--- config.mk ---
export PLATFORM = sky130hd
export DESIGN_NAME = oapd_top
export DESIGN_NICKNAME = d
export VERILOG_FILES = /design/src/oapd_pkg.sv /design/src/oapd_regfile.sv /design/src/oapd_top.sv
export SDC_FILE = /design/constraint.sdc
export NUM_CORES = 1
export LEC_CHECK = 0
export BUFFER_PORTS_ARGS = -buffer_cell sky130_fd_sc_hd__buf_2
export CORE_UTILIZATION = 53
export DETAILED_ROUTE_END_ITERATION = 8
export PLACE_DENSITY = 0.86
export SLEW_MARGIN = 25
export SYNTH_ARGS = -nofsm -noshare
export SYNTH_HDL_FRONTEND = slang
export SYNTH_SLANG_ARGS = --single-unit
--- constraint.sdc ---
create_clock -name aclk -period 3.55 [get_ports aclk]
set_clock_uncertainty 0.15 [all_clocks]
set_input_delay 0.5325 -clock aclk [delete_from_list [all_inputs] [get_ports aclk]]
set_output_delay 0.5325 -clock aclk [all_outputs]
set_load 0.02 [all_outputs]
--- src/oapd_pkg.sv ---
// package for the group b output auto power-down source selection block
// Contract
// RL1 - bit 8 of select 0 lets temperature alarm power down group b pins
// RL2 - bit 5 of select 0 lets second adc alarm power down group b pins
// RL3 - bit 4 of select 0 lets first adc alarm power down group b pins
// RL4 - bit 1 lets second current-sense alarm power down group b pins
// RL5 - bit 0 lets first current-sense alarm power down group b pins
// RL6 - selected alarm powers down only pins enabled in the pin enable register
// RL7 - select 1 at 4Bh resets to 1833h; bits 13,12,11,5,4,1,0 writable
// RL8 - select 1 picks alarm-in, reference, thermal, two neg and two pos supplies
// RL9 - per-pin request is OR of selected active alarms gated by pin enable
package oapd_pkg;
  localparam int unsigned NPINS = 4;
  localparam int unsigned NALARM = 12;
  // register offsets are word indices; the byte address is four times these
  localparam logic [7:0] SRC0_IDX = 8'h4A;
  localparam logic [7:0] SRC1_IDX = 8'h4B;
  localparam logic [7:0] PIN_EN_IDX = 8'h50;
  localparam logic [7:0] ALARM_IDX = 8'h51;
  localparam logic [7:0] IRQ_STAT_IDX = 8'h52;
  localparam logic [7:0] IRQ_MASK_IDX = 8'h53;
  localparam logic [15:0] SRC0_RST = 16'h0000;
  localparam logic [15:0] SRC0_WMASK = 16'h0133;
  localparam logic [15:0] SRC1_RST = 16'h1833;
  localparam logic [15:0] SRC1_WMASK = 16'h3833;
  localparam logic [15:0] PIN_EN_RST = 16'h0000;
  localparam logic [15:0] MASK_RST = 16'h0000;
  // select 0 field positions
  localparam int unsigned TEMP_SEL_POS = 8;
  localparam int unsigned ADC1_SEL_POS = 5;
  localparam int unsigned ADC0_SEL_POS = 4;
  localparam int unsigned SENSE1_SEL_POS = 1;
  localparam int unsigned SENSE0_SEL_POS = 0;
  // select 1 field positions
  localparam int unsigned ALMIN_SEL_POS = 13;
  localparam int unsigned REF_SEL_POS = 12;
  localparam int unsigned THERM_SEL_POS = 11;
  localparam int unsigned NEG2_SEL_POS = 5;
  localparam int unsigned NEG1_SEL_POS = 4;
  localparam int unsigned POS2_SEL_POS = 1;
  localparam int unsigned POS1_SEL_POS = 0;
  localparam logic [1:0] RESP_OKAY = 2'h0;
  localparam logic [1:0] RESP_SLVERR = 2'h2;
  // alarm inputs, one bit per monitor
  typedef struct packed {
    logic alarm_in;
    logic reference;
    logic thermal_err;
    logic neg_supply_two;
    logic neg_supply_one;
    logic pos_supply_two;
    logic pos_supply_one;
    logic temperature;
    logic adc_two;
    logic adc_one;
    logic sense_two;
    logic sense_one;
  } oapd_alarm_t;
  typedef struct packed {
    logic [31:0] addr;
    logic [31:0] data;
    logic [3:0] strb;
  } oapd_wreq_t;
endpackage

--- src/oapd_regfile.sv ---
// register storage for the source selects, pin enables and interrupt mask
`timescale 1ns/100ps
module oapd_regfile (
  input wire logic aclk,
  input wire logic aresetn,
  input wire logic wr_en,
  input wire logic [7:0] wr_idx,
  input wire logic [15:0] wr_data,
  input wire logic [1:0] wr_strb,
  output logic [15:0] src0_q,
  output logic [15:0] src1_q,
  output logic [15:0] pin_en_q,
  output logic [15:0] mask_q
);
  function automatic logic [15:0] merge(input logic [15:0] old,
      input logic [15:0] nw, input logic [1:0] st, input logic [15:0] wm);
    logic [15:0] be;
    be = {{8{st[1]}}, {8{st[0]}}};
    merge = (old & ~(be & wm)) | (nw & be & wm);
  endfunction

  always_ff @(posedge aclk) begin
    if (!aresetn) begin
      src0_q <= oapd_pkg::SRC0_RST;
    end else if (wr_en && wr_idx == oapd_pkg::SRC0_IDX) begin
      src0_q <= merge(src0_q, wr_data, wr_strb, oapd_pkg::SRC0_WMASK);
    end
  end

  always_ff @(posedge aclk) begin
    if (!aresetn) begin
      src1_q <= oapd_pkg::SRC1_RST; // RL7
    end else if (wr_en && wr_idx == oapd_pkg::SRC1_IDX) begin
      src1_q <= merge(src1_q, wr_data, wr_strb,
          oapd_pkg::SRC1_WMASK); // RL7
    end
  end

  always_ff @(posedge aclk) begin
    if (!aresetn) begin
      pin_en_q <= oapd_pkg::PIN_EN_RST;
    end else if (wr_en && wr_idx == oapd_pkg::PIN_EN_IDX) begin
      pin_en_q <= merge(pin_en_q, wr_data, wr_strb, 16'h000F);
    end
  end

  always_ff @(posedge aclk) begin
    if (!aresetn) begin
      mask_q <= oapd_pkg::MASK_RST;
    end else if (wr_en && wr_idx == oapd_pkg::IRQ_MASK_IDX) begin
      mask_q <= merge(mask_q, wr_data, wr_strb, 16'h0FFF);
    end
  end
endmodule

--- src/oapd_top.sv ---
// group b output auto power-down source selection with axi4-lite registers
//
// Our own choice: the AXI4-Lite interface to the registers.
`timescale 1ns/100ps
module oapd_top (
  input wire logic aclk,
  input wire logic aresetn,
  input wire logic [31:0] s_axi_awaddr,
  input wire logic s_axi_awvalid,
  output logic s_axi_awready,
  input wire logic [31:0] s_axi_wdata,
  input wire logic [3:0] s_axi_wstrb,
  input wire logic s_axi_wvalid,
  output logic s_axi_wready,
  output logic [1:0] s_axi_bresp,
  output logic s_axi_bvalid,
  input wire logic s_axi_bready,
  input wire logic [31:0] s_axi_araddr,
  input wire logic s_axi_arvalid,
  output logic s_axi_arready,
  output logic [31:0] s_axi_rdata,
  output logic [1:0] s_axi_rresp,
  output logic s_axi_rvalid,
  input wire logic s_axi_rready,
  input wire oapd_pkg::oapd_alarm_t alarms,
  output logic [oapd_pkg::NPINS-1:0] group_b_pin_powerdown_q,
  output logic irq_q
);
  logic aw_hold_q;
  logic w_hold_q;
  logic [31:0] awaddr_q;
  logic [31:0] wdata_q;
  logic [3:0] wstrb_q;
  logic [15:0] src0_q;
  logic [15:0] src1_q;
  logic [15:0] pin_en_q;
  logic [15:0] mask_q;
  logic [15:0] stat_q;
  logic [15:0] stat_clr;
  logic stat_hit;
  logic [11:0] sel;
  logic any_alarm;
  logic wr_fire;
  logic wr_ok;
  logic [7:0] wr_idx;
  logic [7:0] rd_idx;
  logic [15:0] rd_val;
  logic rd_ok;

  // address decode: word index, and whether it hits a mapped register
  function automatic logic mapped(input logic [31:0] a);
    logic [7:0] i;
    i = a[9:2];
    mapped = (a[31:10] == 22'h0) && (i == oapd_pkg::SRC0_IDX ||
        i == oapd_pkg::SRC1_IDX || i == oapd_pkg::PIN_EN_IDX ||
        i == oapd_pkg::ALARM_IDX || i == oapd_pkg::IRQ_STAT_IDX ||
        i == oapd_pkg::IRQ_MASK_IDX);
  endfunction

  // write channel capture: address and data may arrive in either order
  // ready outputs are flops that hold what the hold and response state will
  // be after this edge, so they equal a decoded ready with no comb path out
  always_ff @(posedge aclk) begin
    if (!aresetn) begin
      s_axi_awready <= 1'b1;
      s_axi_wready <= 1'b1;
    end else if (wr_fire) begin
      s_axi_awready <= 1'b0;
      s_axi_wready <= 1'b0;
    end else begin
      s_axi_awready <= ~(aw_hold_q | (s_axi_awvalid & s_axi_awready))
          & ~(s_axi_bvalid & ~s_axi_bready);
      s_axi_wready <= ~(w_hold_q | (s_axi_wvalid & s_axi_wready))
          & ~(s_axi_bvalid & ~s_axi_bready);
    end
  end

  always_ff @(posedge aclk) begin
    if (!aresetn) begin
      aw_hold_q <= 1'b0;
      awaddr_q <= 32'h0;
    end else if (wr_fire) begin
      aw_hold_q <= 1'b0;
    end else if (s_axi_awvalid && s_axi_awready) begin
      aw_hold_q <= 1'b1;
      awaddr_q <= s_axi_awaddr;
    end
  end

  always_ff @(posedge aclk) begin
    if (!aresetn) begin
      w_hold_q <= 1'b0;
      wdata_q <= 32'h0;
      wstrb_q <= 4'h0;
    end else if (wr_fire) begin
      w_hold_q <= 1'b0;
    end else if (s_axi_wvalid && s_axi_wready) begin
      w_hold_q <= 1'b1;
      wdata_q <= s_axi_wdata;
      wstrb_q <= s_axi_wstrb;
    end
  end

  assign wr_fire = aw_hold_q & w_hold_q;
  assign wr_ok = mapped(awaddr_q);
  assign wr_idx = awaddr_q[9:2];

  always_ff @(posedge aclk) begin
    if (!aresetn) begin
      s_axi_bvalid <= 1'b0;
      s_axi_bresp <= oapd_pkg::RESP_OKAY;
    end else if (wr_fire) begin
      s_axi_bvalid <= 1'b1;
      s_axi_bresp <= wr_ok ? oapd_pkg::RESP_OKAY : oapd_pkg::RESP_SLVERR;
    end else if (s_axi_bready) begin
      s_axi_bvalid <= 1'b0;
    end
  end

  oapd_regfile u_regs (
    .aclk(aclk),
    .aresetn(aresetn),
    .wr_en(wr_fire & wr_ok),
    .wr_idx(wr_idx),
    .wr_data(wdata_q[15:0]),
    .wr_strb(wstrb_q[1:0]),
    .src0_q(src0_q),
    .src1_q(src1_q),
    .pin_en_q(pin_en_q),
    .mask_q(mask_q)
  );

  // selected alarms, ordered as in the alarm struct
  always_comb begin
    sel = {src1_q[oapd_pkg::ALMIN_SEL_POS] & alarms.alarm_in, // RL8
        src1_q[oapd_pkg::REF_SEL_POS] & alarms.reference, // RL8
        src1_q[oapd_pkg::THERM_SEL_POS] & alarms.thermal_err, // RL8
        src1_q[oapd_pkg::NEG2_SEL_POS] & alarms.neg_supply_two, // RL8
        src1_q[oapd_pkg::NEG1_SEL_POS] & alarms.neg_supply_one, // RL8
        src1_q[oapd_pkg::POS2_SEL_POS] & alarms.pos_supply_two, // RL8
        src1_q[oapd_pkg::POS1_SEL_POS] & alarms.pos_supply_one, // RL8
        src0_q[oapd_pkg::TEMP_SEL_POS] & alarms.temperature, // RL1
        src0_q[oapd_pkg::ADC1_SEL_POS] & alarms.adc_two, // RL2
        src0_q[oapd_pkg::ADC0_SEL_POS] & alarms.adc_one, // RL3
        src0_q[oapd_pkg::SENSE1_SEL_POS] & alarms.sense_two, // RL4
        src0_q[oapd_pkg::SENSE0_SEL_POS] & alarms.sense_one}; // RL5
    any_alarm = |sel; // RL9
  end

  // one register stage; alarm levels are taken as synchronous
  genvar gp;
  generate
    for (gp = 0; gp < oapd_pkg::NPINS; gp++) begin : g_pin
      always_ff @(posedge aclk) begin
        if (!aresetn) begin
          group_b_pin_powerdown_q[gp] <= 1'b0;
        end else begin
          group_b_pin_powerdown_q[gp] <= any_alarm & pin_en_q[gp]; // RL6 RL9
        end
      end
    end
  endgenerate

  // write-one-clear vector; the low strobe covers all twelve status bits
  // so software clears the whole field with one byte-lane write
  assign stat_hit = wr_fire & wr_ok & (wr_idx == oapd_pkg::IRQ_STAT_IDX);

  always_comb begin
    stat_clr = 16'h0;
    if (stat_hit && wstrb_q[0]) begin
      stat_clr = {4'h0, wdata_q[11:0]};
    end
  end

  // sticky raw alarm status; a new alarm wins over a write-one clear
  // in the same cycle, so no event is lost to a late clear
  always_ff @(posedge aclk) begin
    if (!aresetn) begin
      stat_q <= 16'h0;
    end else begin
      stat_q <= (stat_q & ~stat_clr) | {4'h0, alarms};
    end
  end

  always_ff @(posedge aclk) begin
    if (!aresetn) begin
      irq_q <= 1'b0;
    end else begin
      irq_q <= |(stat_q & mask_q);
    end
  end

  // read channel: one read in flight, data registered
  // arready is the registered inverse of the next rvalid
  always_ff @(posedge aclk) begin
    if (!aresetn) begin
      s_axi_arready <= 1'b1;
    end else if (s_axi_arvalid && s_axi_arready) begin
      s_axi_arready <= 1'b0;
    end else if (s_axi_rready) begin
      s_axi_arready <= 1'b1;
    end
  end
  assign rd_idx = s_axi_araddr[9:2];
  assign rd_ok = mapped(s_axi_araddr);

  always_comb begin
    rd_val = 16'h0;
    if (rd_idx == oapd_pkg::SRC0_IDX) begin
      rd_val = src0_q;
    end else if (rd_idx == oapd_pkg::SRC1_IDX) begin
      rd_val = src1_q;
    end else if (rd_idx == oapd_pkg::PIN_EN_IDX) begin
      rd_val = pin_en_q;
    end else if (rd_idx == oapd_pkg::ALARM_IDX) begin
      rd_val = {4'h0, alarms};
    end else if (rd_idx == oapd_pkg::IRQ_STAT_IDX) begin
      rd_val = stat_q;
    end else if (rd_idx == oapd_pkg::IRQ_MASK_IDX) begin
      rd_val = mask_q;
    end
  end

  always_ff @(posedge aclk) begin
    if (!aresetn) begin
      s_axi_rvalid <= 1'b0;
      s_axi_rdata <= 32'h0;
      s_axi_rresp <= oapd_pkg::RESP_OKAY;
    end else if (s_axi_arvalid && s_axi_arready) begin
      s_axi_rvalid <= 1'b1;
      s_axi_rdata <= rd_ok ? {16'h0, rd_val} : 32'h0;
      s_axi_rresp <= rd_ok ? oapd_pkg::RESP_OKAY : oapd_pkg::RESP_SLVERR;
    end else if (s_axi_rready) begin
      s_axi_rvalid <= 1'b0;
    end
  end
endmodule

# Yosys cells after proc, flatten, opt, wreduce, memory -nomap -nowiden
# Cells that the tools add are included.
[classes]
n_mux = 18
bitwise_logic = 49
n_eq_ne = 12
shifts = 0
reduce_logical = 29
mul = 0
n_div = 0
addsub = 0
magnitude_cmp = 0
[op_table]
columns = ["cell", "count"]
rows = [
  ["$mux 16", 7],
  ["$and 16x16->16", 6],
  ["$eq 8x7->1 const B", 12],
  ["$logic_not 22->1", 2],
  ["$or 16x12->16", 2],
  ["$and 1x1->1", 24],
  ["$not 12->16", 1],
  ["$not 14->16", 1],
  ["$not 16->16", 1],
  ["$not 4->16", 1],
  ["$not 9->16", 1],
  ["$or 16x14->16", 1],
  ["$or 16x4->16", 1],
  ["$or 16x9->16", 1],
  ["$reduce_or 16->1", 1],
  ["$and 14x14->14", 1],
  ["$mux 12", 1],
  ["$reduce_or 12->1", 1],
  ["$logic_and 1x1->1", 10],
  ["$logic_or 1x1->1", 10],
  ["$mux 1", 8],
  ["$not 1->1", 6],
  ["$mux 2", 2],
  ["$reduce_and 2->1", 2],
  ["3 further kinds", 5],
]
[word_totals]
latch_bits = 0
ram_bits = 0
in_bits = 119
mem_bits_ro = 0
n_memories = 0
regBits = 176

# Longest topological paths before layout
[depth]
ltp_word = 14
ltp_mapped = 6
mapped_depth_nobuf = 4

# Hierarchy
# A second synthesis with hierarchy kept.
[hier_totals]
hier_cells = 680
hier_area_um2 = 5786.8
[modules_own_cells]
columns = ["mod", "area_each_um2", "instances", "cells_per_inst"]
rows = [
  ["oapd_top", 4310.4, 1, 518],
  ["oapd_regfile", 1476.4, 1, 162],
]

# Worst setup path before layout
# OpenSTA, ideal clock, no wires.
[synth_path]
kind = "in2reg"
from = "input port s_axi_araddr[4]"
to = "register s_axi_rdata[11]"
setup_ns = 0.086
arrival_time_ns = 1.847
stages = 5
slack_ns = 1.467
cell_sequence = "or4b_1 clkbuf_1 nor2_1 a32oi_1 a221oi_2"
[synth_via]
elab_chain_cells = 8
elab_cells_between_ends = 19
cone_classes = "6 x eq/ne; 7 x mux; 6 x reduce/logical"
[synth_rtl]
columns = ["element", "line_no", "text"]
rows = [
  ["from (decl)", "oapd_top.sv:18", "input wire logic [31:0] s_axi_araddr,"],
  ["$eq 8x7->1, on equally long branches", "n/a", ""],
  ["$mux 16 / $logic_or 1x1->1 (equally long branches)", "oapd_top.sv:219, oapd_top.sv:54", ""],
  ["$mux 16 / $logic_or 1x1->1 (equally long branches)", "oapd_top.sv:217, oapd_top.sv:55", ""],
  ["$mux 16 / $logic_or 1x1->1 (equally long branches)", "oapd_top.sv:215, oapd_top.sv:55", ""],
  ["$mux 16 / $logic_or 1x1->1 (equally long branches)", "oapd_top.sv:213, oapd_top.sv:56", ""],
  ["$mux 16 / $logic_or 1x1->1 (equally long branches)", "oapd_top.sv:211, oapd_top.sv:56", ""],
  ["$mux 16 / $logic_and 1x1->1 (equally long branches)", "oapd_top.sv:209, oapd_top.sv:54", ""],
  ["$mux 16 (*)", "oapd_top.sv:231", "s_axi_rdata <= rd_ok ? {16'h0, rd_val} : 32'h0;"],
  ["to (signal assigned)", "oapd_top.sv:231", ""],
  ["to (decl)", "oapd_top.sv:21", "output logic [31:0] s_axi_rdata,"],
]
# Mark *: on every way between the ends. The rest lies on a longest branch, timed or not.
# A chain may end at the register's enable or synchronous reset.

==> impl_metrics.tcl <==
set metrics [dict create \
    status "completed" \
    worstHoldStart "s_axi_rready" \
    grt_overflow 0 \
    cp-end-kind "flop" \
    hp-class "primary input to flop" \
    cts_setup_buffers 0 \
    syn_area_um2 5000 \
    grt_max_degree 54 \
    min_period_ns 2.22 \
    design_area_um2 6180 \
    cts_hold_buffers 0 \
    via_per_inst 5.72 \
    numCtsBuffers 17 \
    r2r_slack_ns 1.33 \
    synth_area_per_cell_um2 8.45 \
    first_iter_violations 309 \
    n_antenna_cell 0 \
    fin_nets 822 \
    slew_violations 0 \
    die-area_um2 9820 \
    core_area_um2 9200 \
    remaining_drc_errors 0 \
    hold_viol_final 0 \
    grt_usage 0.271 \
    fp-row-count 35 \
    root_buffer "clkbuf_8" \
    cp_slowest_cell "nor3_2" \
    synth.top_cell.area_share 0.457 \
    grt_pass1_wl_mm 20.9 \
    hpwl_mm 9.06 \
    cts.sinks 114 \
    critical_path_class "flop to flop" \
    startpoint_type "flop" \
    post-route-period-util 0.625 \
    synth_area_leader_cell "dfxtp_1" \
    tns_ns 0 \
    clk_path_buf_depth 2 \
    fmax_mhz 451 \
    io_pins 165 \
    area_delta_synth_final_pct 23.8 \
    chipWidth_um 99.1 \
    synth-seq-cells 114 \
    path_max_fanout 5 \
    antenna_found_initial 0 \
    power_density_nw_per_um2 548 \
    max_slew.worst_pin.slew_ns 0.707 \
    htree_levels 4 \
    synth_edf_count 0 \
    cp_cell_sequence "nor4b_2, nand4_1, nor3_2, mux2i_1" \
    required_ns 3.83 \
    crit_family "simple AND/OR/NAND/NOR gates" \
    cts_repair_resize_count 0 \
    wl_per_cell_um 15.7 \
    grt_pass1_vias 4448 \
    ir_drop_uv 313 \
    die_h_um 99.1 \
    via_count 4724 \
    yosysSeqAreaShare 0.457 \
    crit_start "awaddr_q[4]$_SDFFE_PN0P_" \
    cpPeakStageDelay_ns 0.55 \
    drive_gt1_frac 0.259 \
    clk_pin_slew_ns 0.06 \
    clock_latency_ns 0.51 \
    syn_inst 591 \
    initial_core_util 0.543 \
    cp.arrival_ns 2.50 \
    synth_flop_cell "dfxtp_1" \
    cts_tree "built" \
    p_leak_nw 2.51 \
    post_dp_cell_area_um2 5590 \
    yosysWarnings 0 \
    r2r-start "awaddr_q[4]$_SDFFE_PN0P_" \
    synth.area.top_cells "dfxtp_1 46%, nand2_1 12%, mux2i_1 5.4%, a21oi_1 5.2%, buf_4 3.0%" \
    cap_violations 0 \
    place_congestion 0.917 \
    worst-path-buf-inv 0 \
    drtPass1Iterations 5 \
    drtAntennaViolNets 0 \
    synth_cell_type_count 47 \
    finalSetupViolations 0 \
    synthArstFlopShare 0 \
    slew_headroom 0.528 \
    rsz0062_at_grt "false" \
    port_buffers 120 \
    fillers 687 \
    routed_wl_mm 12.9 \
]
-- cell usage after synthesis (7+ instances only) --
| cell | n |
|---|---|
| a21oi_1 | 52 |
| nor2_1 | 21 |
| nand2b_1 | 7 |
| buf_4 | 20 |
| inv_1 | 17 |
| nor3_1 | 7 |
| o21ai_0 | 28 |
| clkbuf_1 | 25 |
| a221oi_1 | 8 |
| mux2i_1 | 27 |
| a22o_1 | 10 |
| nand3_1 | 8 |
| dfxtp_1 | 114 |
| nand2_1 | 160 |
| a31oi_1 | 13 |
-- per-stage QoR --
stage / hold WS, ns / util / power [mW] / instances / setup WS, ns
after floorplan: 0.269 / - / 1.60 / 610 / 1.47
after global placement: 0.280 / 0.607 / 1.68 / 795 / 1.20
after detailed placement: 0.294 / 0.607 / 1.70 / 795 / 1.09
after CTS: 0.0895 / 0.672 / 3.39 / 826 / 1.36
after global routing: 0.0868 / 0.672 / 3.50 / 826 / 1.25
final: 0.104 / 0.672 / 3.39 / 826 / 1.33
-- cell usage in the layout (no fill, tap or decap), types with 4 or more instances in the layout --
| master | synthesis | routed |
|---|---|---|
| nor2_1 | 21 | 21 |
| clkbuf_16 | 0 | 16 |
| inv_1 | 17 | 16 |
| o21ai_0 | 28 | 28 |
| a221oi_1 | 8 | 8 |
| nand4_1 | 4 | 4 |
| dfxtp_1 | 114 | 114 |
| inv_6 | 0 | 5 |
| a21oi_1 | 52 | 51 |
| mux2_2 | 6 | 6 |
| nor4_2 | 6 | 6 |
| a31oi_1 | 13 | 13 |
| buf_4 | 20 | 5 |
| a22o_1 | 10 | 10 |
| nor3_2 | 4 | 4 |
| a22oi_1 | 4 | 4 |
| nand2_1 | 160 | 160 |
| buf_2 | 2 | 120 |
| nand3_1 | 8 | 7 |
| conb_1 | 1 | 20 |
| nand2b_1 | 7 | 7 |
| a211oi_1 | 6 | 6 |
| mux2i_1 | 27 | 27 |
| nor2b_1 | 4 | 4 |
| nor3_1 | 7 | 7 |
| mux4_2 | 4 | 4 |
-- final timing paths --
kind                                      to  cells past startpoint
setup / recovery                        flop                      4
hold / removal    s_axi_arready$_SDFFE_PN1P_                      3
setup reg to reg                        flop                      4
hold reg to reg    awaddr_q[19]$_SDFFE_PN0P_                      2
-- area by class of cell --
class / instances / area [µm²] / area share
timing repair buffer: 125 / 638 / 0.103
clock inverter: 14 / 179 / 0.0289
sequential: 114 / 2280 / 0.369
inverter: 17 / 63.8 / 0.0103
clock buffer: 17 / 414 / 0.0670
multi-input combinational: 428 / 2470 / 0.399
tap: 111 / 139 / 0.0225
-- cells by family after synthesis --
| group | count (synthesis) | share of synthesized area |
|---|---|---|
| DFF | 114 | 0.457 |
| and+or+nand+nor | 241 | 0.229 |
| AOI/OAI and AO/OA | 130 | 0.161 |
| muxes | 37 | 0.0856 |
| buffers and inverters | 68 | 0.0669 |
| other | 1 | 0.000751 |
-- worst min-delay path: stages --
cell     delay, ns
buf_2         0.08
o21ai_0       0.06
nand2_1       0.05
-- metal layers --
layer | global-route usage | up-vias | wire length (µm)
met1 | 0.329 | 2152 | 5340
met3 | 0.0808 | 35 | 1310
met5 | 0 | - | 0
met4 | 0.127 | 0 | 363
li1 | - | 2245 | -
met2 | 0.445 | 292 | 5910
-- power breakdown --
group	switching [mW]	total [mW]	internal [mW]
clock network	0.629	1.70	1.08
logic	0.186	0.302	0.116
registers	0.0463	1.38	1.33
Power figures use the tool's default switching activity.
